$ cat config.mk
export PLATFORM = sky130hd
export DESIGN_NAME = iox_expander
export DESIGN_NICKNAME = d
export VERILOG_FILES = /design/src/rtl/iox_expander.v /design/src/rtl/iox_sync2.v
export VERILOG_INCLUDE_DIRS = /design/src /design/src/shared
export SDC_FILE = /design/constraint.sdc
export NUM_CORES = 1
export LEC_CHECK = 0
export ABC_AREA = 1
export BUFFER_PORTS_ARGS = -buffer_cell sky130_fd_sc_hd__buf_2
export CORE_UTILIZATION = 55
export CTS_BUF_LIST = sky130_fd_sc_hd__clkbuf_2
export DETAILED_ROUTE_END_ITERATION = 8
export GPL_TIMING_DRIVEN = 0
export PLACE_DENSITY = 0.71
export RECOVER_POWER = 25
export SYNTH_ARGS = -nofsm -noshare
export SYNTH_HDL_FRONTEND = slang
export SYNTH_HIERARCHICAL = 1
export SYNTH_SLANG_ARGS = --single-unit
$ cat constraint.sdc
create_clock -name i_core_clk -period 2.1 [get_ports i_core_clk]
set_input_delay 0.42 -clock i_core_clk [delete_from_list [all_inputs] [get_ports i_core_clk]]
set_output_delay 0.42 -clock i_core_clk [all_outputs]
set_load 0.01 [all_outputs]
$ cat src/shared/iox_defines.vh
`ifndef IOX_DEFINES_VH
`define IOX_DEFINES_VH
// ----------------------------------------
// Register map and resets
// ----------------------------------------
`define IOX_REG_PIN_LEVEL_IN      2'h0
`define IOX_REG_PIN_DRIVE_VALUE   2'h1
`define IOX_REG_INPUT_INVERT_MASK 2'h2
`define IOX_REG_DIRECTION_SELECT  2'h3
`define IOX_RST_PIN_DRIVE_VALUE   8'hFF
`define IOX_RST_INPUT_INVERT_MASK 8'h00
`define IOX_RST_DIRECTION_SELECT  8'hFF
`define IOX_RST_COMMAND           8'h00
// ----------------------------------------
// Slave address
// ----------------------------------------
`define IOX_ADDR_FIXED            6'h10
// ----------------------------------------
// Bus state codes
// ----------------------------------------
`define IOX_ST_IDLE               3'h0
`define IOX_ST_ADDR               3'h1
`define IOX_ST_ADDR_ACK           3'h2
`define IOX_ST_WR_BYTE            3'h3
`define IOX_ST_WR_ACK             3'h4
`define IOX_ST_RD_BYTE            3'h5
`define IOX_ST_RD_ACK             3'h6
`endif

$ cat src/rtl/iox_expander.v
`timescale 1ns/1ps
`include "iox_defines.vh"
// Summary of operation
// - Start is SDA falling while SCL high; device then receives address.
// - Address byte arrives MSB first, direction bit last; shifted in so.
// - On own address, device holds SDA low through ack clock high.
// - One bit per SCL pulse; SDA change while SCL high is start/stop.
// - Stop is SDA rising while SCL high; device ends the transaction.
// - Any number of bytes; each is eight bits plus one ack slot.
// - Transmitter releases SDA for ack; acknowledger holds it low.
// - Device acks every received byte; master acks each read byte but the last.
// - Master NACK ends a read; device then releases SDA.
// - Slave address is 010000 plus strap bit: 0x20 or 0x21.
// - Last address bit one means read, zero means write.
// - First write byte after address is the command, stored as pointer.
// - Low two command bits select input, output, invert or direction.
// - Register 0 reads live pin levels; writes ignored; no reset value.
// - Output register drives output pins; reads return stored value; resets FF.
// - Set invert bits flip corresponding pin levels; mask resets to zero.
// - Direction one means input, zero output; resets to all ones.
// - Output pin enables high or low switch by bit; input disables both.
// - Power-on reset loads defaults and initialises the bus machine.
// - Reset pin low returns registers and bus machine to defaults.
// - Written byte loads into register on rising SCL of its ack pulse.
module iox_expander (
  input  wire       i_core_clk,
  input  wire       i_reset_n,
  input  wire       i_por_n,
  input  wire       i_scl,
  input  wire       i_sda,
  output reg        o_sda,
  output reg        o_sda_oe_n,
  input  wire       i_addr_strap,
  input  wire [7:0] i_pin,
  output reg  [7:0] o_high_side_switch,
  output reg  [7:0] o_low_side_switch
);
  // ----------------------------------------
  // Input synchronisers
  // ----------------------------------------
  wire [10:0] sync_w;
  wire        scl_s;
  wire        sda_s;
  wire        strap_s;
  wire [7:0]  pin_s;
  reg         rst_pin_meta_q;
  reg         rst_pin_q;
  reg         por_meta_q;
  reg         por_q;
  wire        rst_n;

  // Reset and power-on reset come from pins; raw and synchronised copies are ANDed, so assertion acts at once and release is synchronised
  always @(posedge i_core_clk) begin
    rst_pin_meta_q <= i_reset_n;
    rst_pin_q      <= rst_pin_meta_q;
    por_meta_q     <= i_por_n;
    por_q          <= por_meta_q;
  end
  assign rst_n = i_reset_n & rst_pin_q & i_por_n & por_q;

  iox_sync2 #(
    .WIDTH     (11),
    .RESET_VAL (11'h7FF)
  ) u_sync (
    .i_core_clk (i_core_clk),
    .i_reset_n  (rst_n),
    .i_async    ({i_scl, i_sda, i_addr_strap, i_pin}),
    .o_sync     (sync_w)
  );
  assign scl_s   = sync_w[10];
  assign sda_s   = sync_w[9];
  assign strap_s = sync_w[8];
  assign pin_s   = sync_w[7:0];

  // ----------------------------------------
  // Edge and condition detection
  // ----------------------------------------
  reg  scl_prev_q;
  reg  sda_prev_q;
  wire scl_rise;
  wire scl_fall;
  wire start_cond;
  wire stop_cond;

  always @(posedge i_core_clk) begin
    if (!rst_n) begin
      scl_prev_q <= 1'b1;
      sda_prev_q <= 1'b1;
    end else begin
      scl_prev_q <= scl_s;
      sda_prev_q <= sda_s;
    end
  end
  assign scl_rise   = scl_s & ~scl_prev_q;
  assign scl_fall   = ~scl_s & scl_prev_q;
  // SDA moving while SCL stays high is a bus condition, never data
  assign start_cond = scl_s & scl_prev_q & sda_prev_q & ~sda_s;
  assign stop_cond  = scl_s & scl_prev_q & ~sda_prev_q & sda_s;

  // ----------------------------------------
  // Registers
  // ----------------------------------------
  reg  [2:0] state_q;
  reg  [3:0] bit_cnt_q;
  reg  [7:0] shift_q;
  reg        first_byte_q;
  reg        nack_q;
  reg  [7:0] command_q;
  reg  [7:0] pin_drive_value_q;
  reg  [7:0] input_invert_mask_q;
  reg  [7:0] direction_select_q;
  wire [7:0] pin_level_in;
  reg  [7:0] rd_data;
  wire       addr_match;

  // Live pins, inverted where the mask says; no stored copy so no reset value
  assign pin_level_in = pin_s ^ input_invert_mask_q;

  always @* begin
    case (command_q[1:0])
      `IOX_REG_PIN_LEVEL_IN:      rd_data = pin_level_in;
      `IOX_REG_PIN_DRIVE_VALUE:   rd_data = pin_drive_value_q;
      `IOX_REG_INPUT_INVERT_MASK: rd_data = input_invert_mask_q;
      default:                    rd_data = direction_select_q;
    endcase
  end

  // Strap assumed steady over the transaction; sampled live
  assign addr_match = (shift_q[7:1] == {`IOX_ADDR_FIXED, strap_s});

  // ----------------------------------------
  // Bus state machine
  // ----------------------------------------
  always @(posedge i_core_clk) begin
    if (!rst_n) begin
      state_q             <= `IOX_ST_IDLE;
      bit_cnt_q           <= 4'h0;
      shift_q             <= 8'h00;
      first_byte_q        <= 1'b0;
      nack_q              <= 1'b0;
      command_q           <= `IOX_RST_COMMAND;
      pin_drive_value_q   <= `IOX_RST_PIN_DRIVE_VALUE;
      input_invert_mask_q <= `IOX_RST_INPUT_INVERT_MASK;
      direction_select_q  <= `IOX_RST_DIRECTION_SELECT;
      o_sda               <= 1'b1;
      o_sda_oe_n          <= 1'b1;
    end else if (start_cond) begin
      // Repeated start also lands here
      state_q    <= `IOX_ST_ADDR;
      bit_cnt_q  <= 4'h0;
      o_sda      <= 1'b1;
      o_sda_oe_n <= 1'b1;
    end else if (stop_cond) begin
      state_q    <= `IOX_ST_IDLE;
      o_sda      <= 1'b1;
      o_sda_oe_n <= 1'b1;
    end else begin
      case (state_q)
        `IOX_ST_IDLE: begin
          o_sda_oe_n <= 1'b1;
        end
        `IOX_ST_ADDR, `IOX_ST_WR_BYTE: begin
          if (scl_rise) begin
            shift_q   <= {shift_q[6:0], sda_s};
            bit_cnt_q <= bit_cnt_q + 4'h1;
          end
          // Ack driven on the fall after the eighth bit; counting to eight
          // keeps the clock fall that closes a start from ending a byte
          if (scl_fall && bit_cnt_q == 4'h8) begin
            if (state_q == `IOX_ST_WR_BYTE) begin
              state_q    <= `IOX_ST_WR_ACK;
              o_sda      <= 1'b0;
              o_sda_oe_n <= 1'b0;
            end else if (addr_match) begin
              state_q    <= `IOX_ST_ADDR_ACK;
              o_sda      <= 1'b0;
              o_sda_oe_n <= 1'b0;
            end else begin
              state_q <= `IOX_ST_IDLE;
            end
          end
        end
        `IOX_ST_ADDR_ACK: begin
          // Ack held low over the whole high phase; on the fall, released for a write or first read bit driven
          if (scl_fall) begin
            bit_cnt_q <= 4'h0;
            if (shift_q[0]) begin
              state_q    <= `IOX_ST_RD_BYTE;
              shift_q    <= {rd_data[6:0], 1'b0};
              o_sda      <= rd_data[7];
              o_sda_oe_n <= rd_data[7];
            end else begin
              state_q      <= `IOX_ST_WR_BYTE;
              first_byte_q <= 1'b1;
              o_sda        <= 1'b1;
              o_sda_oe_n   <= 1'b1;
            end
          end
        end
        `IOX_ST_WR_ACK: begin
          if (scl_rise) begin
            first_byte_q <= 1'b0;
            if (first_byte_q) begin
              command_q <= shift_q;
            end else begin
              case (command_q[1:0])
                `IOX_REG_PIN_DRIVE_VALUE:   pin_drive_value_q   <= shift_q;
                `IOX_REG_INPUT_INVERT_MASK: input_invert_mask_q <= shift_q;
                `IOX_REG_DIRECTION_SELECT:  direction_select_q  <= shift_q;
                default:                    ;
              endcase
            end
          end
          if (scl_fall) begin
            state_q    <= `IOX_ST_WR_BYTE;
            bit_cnt_q  <= 4'h0;
            o_sda      <= 1'b1;
            o_sda_oe_n <= 1'b1;
          end
        end
        `IOX_ST_RD_BYTE: begin
          if (scl_rise) begin
            bit_cnt_q <= bit_cnt_q + 4'h1;
          end
          if (scl_fall) begin
            if (bit_cnt_q == 4'h8) begin
              state_q    <= `IOX_ST_RD_ACK;
              o_sda      <= 1'b1;
              o_sda_oe_n <= 1'b1;
            end else begin
              shift_q    <= {shift_q[6:0], 1'b0};
              o_sda      <= shift_q[7];
              o_sda_oe_n <= shift_q[7];
            end
          end
        end
        `IOX_ST_RD_ACK: begin
          if (scl_rise) begin
            nack_q <= sda_s;
          end
          if (scl_fall) begin
            bit_cnt_q <= 4'h0;
            if (nack_q) begin
              state_q <= `IOX_ST_IDLE;
            end else begin
              // Register reread per byte, so pin levels stay fresh
              state_q    <= `IOX_ST_RD_BYTE;
              shift_q    <= {rd_data[6:0], 1'b0};
              o_sda      <= rd_data[7];
              o_sda_oe_n <= rd_data[7];
            end
          end
        end
        default: begin
          state_q <= `IOX_ST_IDLE;
        end
      endcase
    end
  end

  // ----------------------------------------
  // Pin drivers
  // ----------------------------------------
  // Registered so both switches never overlap mid-update
  always @(posedge i_core_clk) begin
    if (!rst_n) begin
      o_high_side_switch <= 8'h00;
      o_low_side_switch  <= 8'h00;
    end else begin
      o_high_side_switch <= ~direction_select_q & pin_drive_value_q;
      o_low_side_switch  <= ~direction_select_q & ~pin_drive_value_q;
    end
  end
endmodule // iox_expander

$ cat src/rtl/iox_sync2.v
`timescale 1ns/1ps
// ----------------------------------------
// Two-flop synchroniser
// ----------------------------------------
module iox_sync2 #(
  parameter WIDTH = 1,
  parameter [WIDTH-1:0] RESET_VAL = {WIDTH{1'b1}}
) (
  input  wire             i_core_clk,
  input  wire             i_reset_n,
  input  wire [WIDTH-1:0] i_async,
  output reg  [WIDTH-1:0] o_sync
);
  reg [WIDTH-1:0] meta_q;

  always @(posedge i_core_clk) begin
    if (!i_reset_n) begin
      meta_q <= RESET_VAL;
      o_sync <= RESET_VAL;
    end else begin
      meta_q <= i_async;
      o_sync <= meta_q;
    end
  end
endmodule // iox_sync2

==> out/metrics.yaml <==
die_h_um: 85.4
r2r_cells: 8
leakage_nw: 2.01
htree_levels: 3
cp_max_fo: 13
worst_slew_pin_slew_ns: 0.585
grt_pass1_vias: 2950
power_mw: 2.49
syn-num-nets: 534
nNetsFinal: 586
io_buffers: 31
timing.fmax_ghz: 0.540
grtUsageTotal_pct: 23.9
cp_data_arrival_time_ns: 2.30
syn-cell-area_sq_um: 3820
antenna_found_initial: 0
r2r-start: "command_q[0]$_SDFFE_PN0P_"
die_area_sq_um: 7290
crit_path_end_kind: "flip-flop"
ys_ff_latch: 89
synth_most_common_cell: "nand2_1"
drt_wl_total_um: 8160
period_minus_slack_ns: 1.85
period_share_pct: 88.1
dp_hpwl_um: 6080
status: "complete, no violations"
placementRows: 30
hold_viol: 0
max_cap_viol_count: 0
hp-class: "in2reg"
worst_setup_path_start_kind: "input port"
worst_slack_ns: 0.249
wl_per_cell_um: 12.5
core_sq_um: 6760
fin_util_pct: 63.0
ir_drop_uv: 434
tritoncts: "yes"
criticalPathCategory: "in2reg"
drtPass1Iterations: 5
r2r_slack_ns: 0.37
fillCellCount: 629
synth_ff_type: "dfxtp_1"
io_pins: 32
insertedDiodeCount: 0
holdPathEnd: "u_sync/meta_q[4]$_SDFF_PN1_"
synth_top_area_share_pct: 46.6
clock_sinks: 89
dr.first_iter.drc_count: 332
rsz0062_at_grt: "no"
async_flop_share_pct: 0
worst_slew_margin_rel_pct: 60.8
ctsLongestPathBuffers: 2
crit_required_ns: 2.55
netlist_top_cells_area: "dfxtp_1 (47%), nand2_1 (13%), inv_1 (6.7%)"
power.density_nw_per_um2: 584
antenna_left: 0
synth_sequential_area_ratio_pct: 46.6
clk_pin_slew_worst_paths_ns: 0.21
hold_path_depth: 3
synth_edf_count: 0
layout-drive-gt1-share_pct: 13.0
netlist_top_cells_count: "nand2_1 (136), dfxtp_1 (89), inv_1 (68), nor2_1 (49), nand3_1 (33)"
num_vias: 3345
hold_start: "i_pin[4]"
grt-ovfl-total: 0
syn_area_per_cell_sq_um: 7.38
yosys_warnings: 6
start_util_pct: 56.6
synthDistinctLibCells: 32
clk_latency_ns: 0.53
maxSlewViolCount: 0
grt_pass1_wl_um: 13500
cts_inserted_buffers: 9
via_per_inst: 5.11
critPathLaunch: "i_reset_n"
synth_area_leader_cell: "dfxtp_1"
grt_max_degree: 16
synthCells: 518
pre_cts_ws_ns: -0.0608
area_growth_syn_to_layout_pct: 11.3
drcViolationCount: 0
finalSetupViolations: 0
die_x_um: 85.4
gp_congestion: 0.946
cts-root-buf: "clkbuf_2"
r2r_end: "shift_q[1]$_SDFFE_PN0P_"
clock_skew_ns: 0.0154
[critical path, stage by stage]
cell           delay, ns
dlygate4sd3_1       0.52
clkbuf_2            0.11
nand4_1             0.33
clkinv_1            0.29
clkbuf_2            0.38
buf_6               0.19
nand2_1             0.06
[worst max-delay path by stage]
| stage | end | depth (start not counted) |
|---|---|---|
| final | u_sync/meta_q[7]$_SDFF_PN1_ | 7 |
| after CTS | u_sync/o_sync[9]$_SDFF_PN1_ | 7 |
| after global routing | input_invert_mask_q[7]$_SDFFE_PN0P_ | 7 |
| after global placement | u_sync/o_sync[9]$_SDFF_PN1_ | 6 |
| after floorplan | shift_q[1]$_SDFFE_PN0P_ | 11 |
| after detailed placement | u_sync/o_sync[0]$_SDFF_PN1_ | 6 |
[routing by layer]
metal,GRT usage (%),vias to the layer above,wire length (um),part of all wire (%)
li1,-,1749,-,-
met4,8.18,0,116,1.4
met1,32.3,1494,3980,49
met5,0,-,0,0
met3,4.67,10,393,4.8
met2,38.6,92,3670,45
[power breakdown]
part / internal (mW) / switching [mW] / total [mW]
Sequential: 1.70 / 0.00193 / 1.70
Combinational: 0.0290 / 0.0273 / 0.0563
Clock: 0.155 / 0.571 / 0.726
Total: 1.89 / 0.600 / 2.49
[state kept, by name, indices dropped and copies added, names as in the netlist, 2 cells and up]
name and flops:
command_q 2, o_high_side_switch 8, pin_drive_value_q 8, shift_q 8, state_q 3, u_sync/o_sync 11, u_sync/meta_q 11, input_invert_mask_q 8
direction_select_q 8, o_low_side_switch 8, bit_cnt_q 4
[timing repair]
item / in CTS / in global routing
hold buffers: 10 / 0
gates resized for setup: 0 / 2
buffers inserted: 0 / 0
setup endpoints to repair: 0 / 27
hold endpoints to repair: 10 / 0
[placed cells by master, fill, tap and decap left out, types with 2 or more instances in the layout]
cell type,instances
nand2_1,136
a21oi_1,25
nand3_1,33
inv_2,4
inv_1,68
nand3_2,4
or2_2,4
nand2_2,9
dfxtp_1,89
o211ai_1,19
o21ai_0,26
buf_6,6
nor2_1,49
clkbuf_2,11
clkinv_4,2
clkbuf_1,19
nor2_4,2
nor2_2,3
buf_2,20
clkinv_1,3
nand4_1,7
ha_1,2
nor3_1,10
dlygate4sd3_1,10
[per-stage QoR]
step	instances	TNS [ns]	instance area (sq um)	hold WS, ns
2_1_floorplan	518	0	3820	0.310
3_3_place_gp	629	-0.722	4080	0.317
3_5_place_dp	629	-1.00	4080	0.316
4_1_cts	655	0	4270	0.000800
5_1_grt	655	0	4260	0.0205
6_report	655	0	4260	0.0509
[layout make-up]
type                            count  area, sq um  area share [%]
Multi-Input combinational cell    339         1650            38.8
Inverter                           74          280            6.59
Buffer                             16          111            2.62
Timing Repair Buffer               41          238            5.59
Sequential cell                    89         1780            41.9
Clock inverter                      7         46.3            1.09
Clock buffer                        9         45.0            1.06
Tap cell                           80          100            2.35
[cell families after synthesis]
| kind of cell | after synthesis | share of synthesized area, % |
|---|---|---|
| adders and majority gates | 2 | 0.654 |
| xor gates and xnor gates | 2 | 0.458 |
| and+or+nand+nor | 261 | 30.7 |
| AOI/OAI and AO/OA | 74 | 11.4 |
| buffers and inverters | 90 | 10.2 |
| DFF | 89 | 46.6 |
Note: power is estimated with default switching activity, not from simulation.
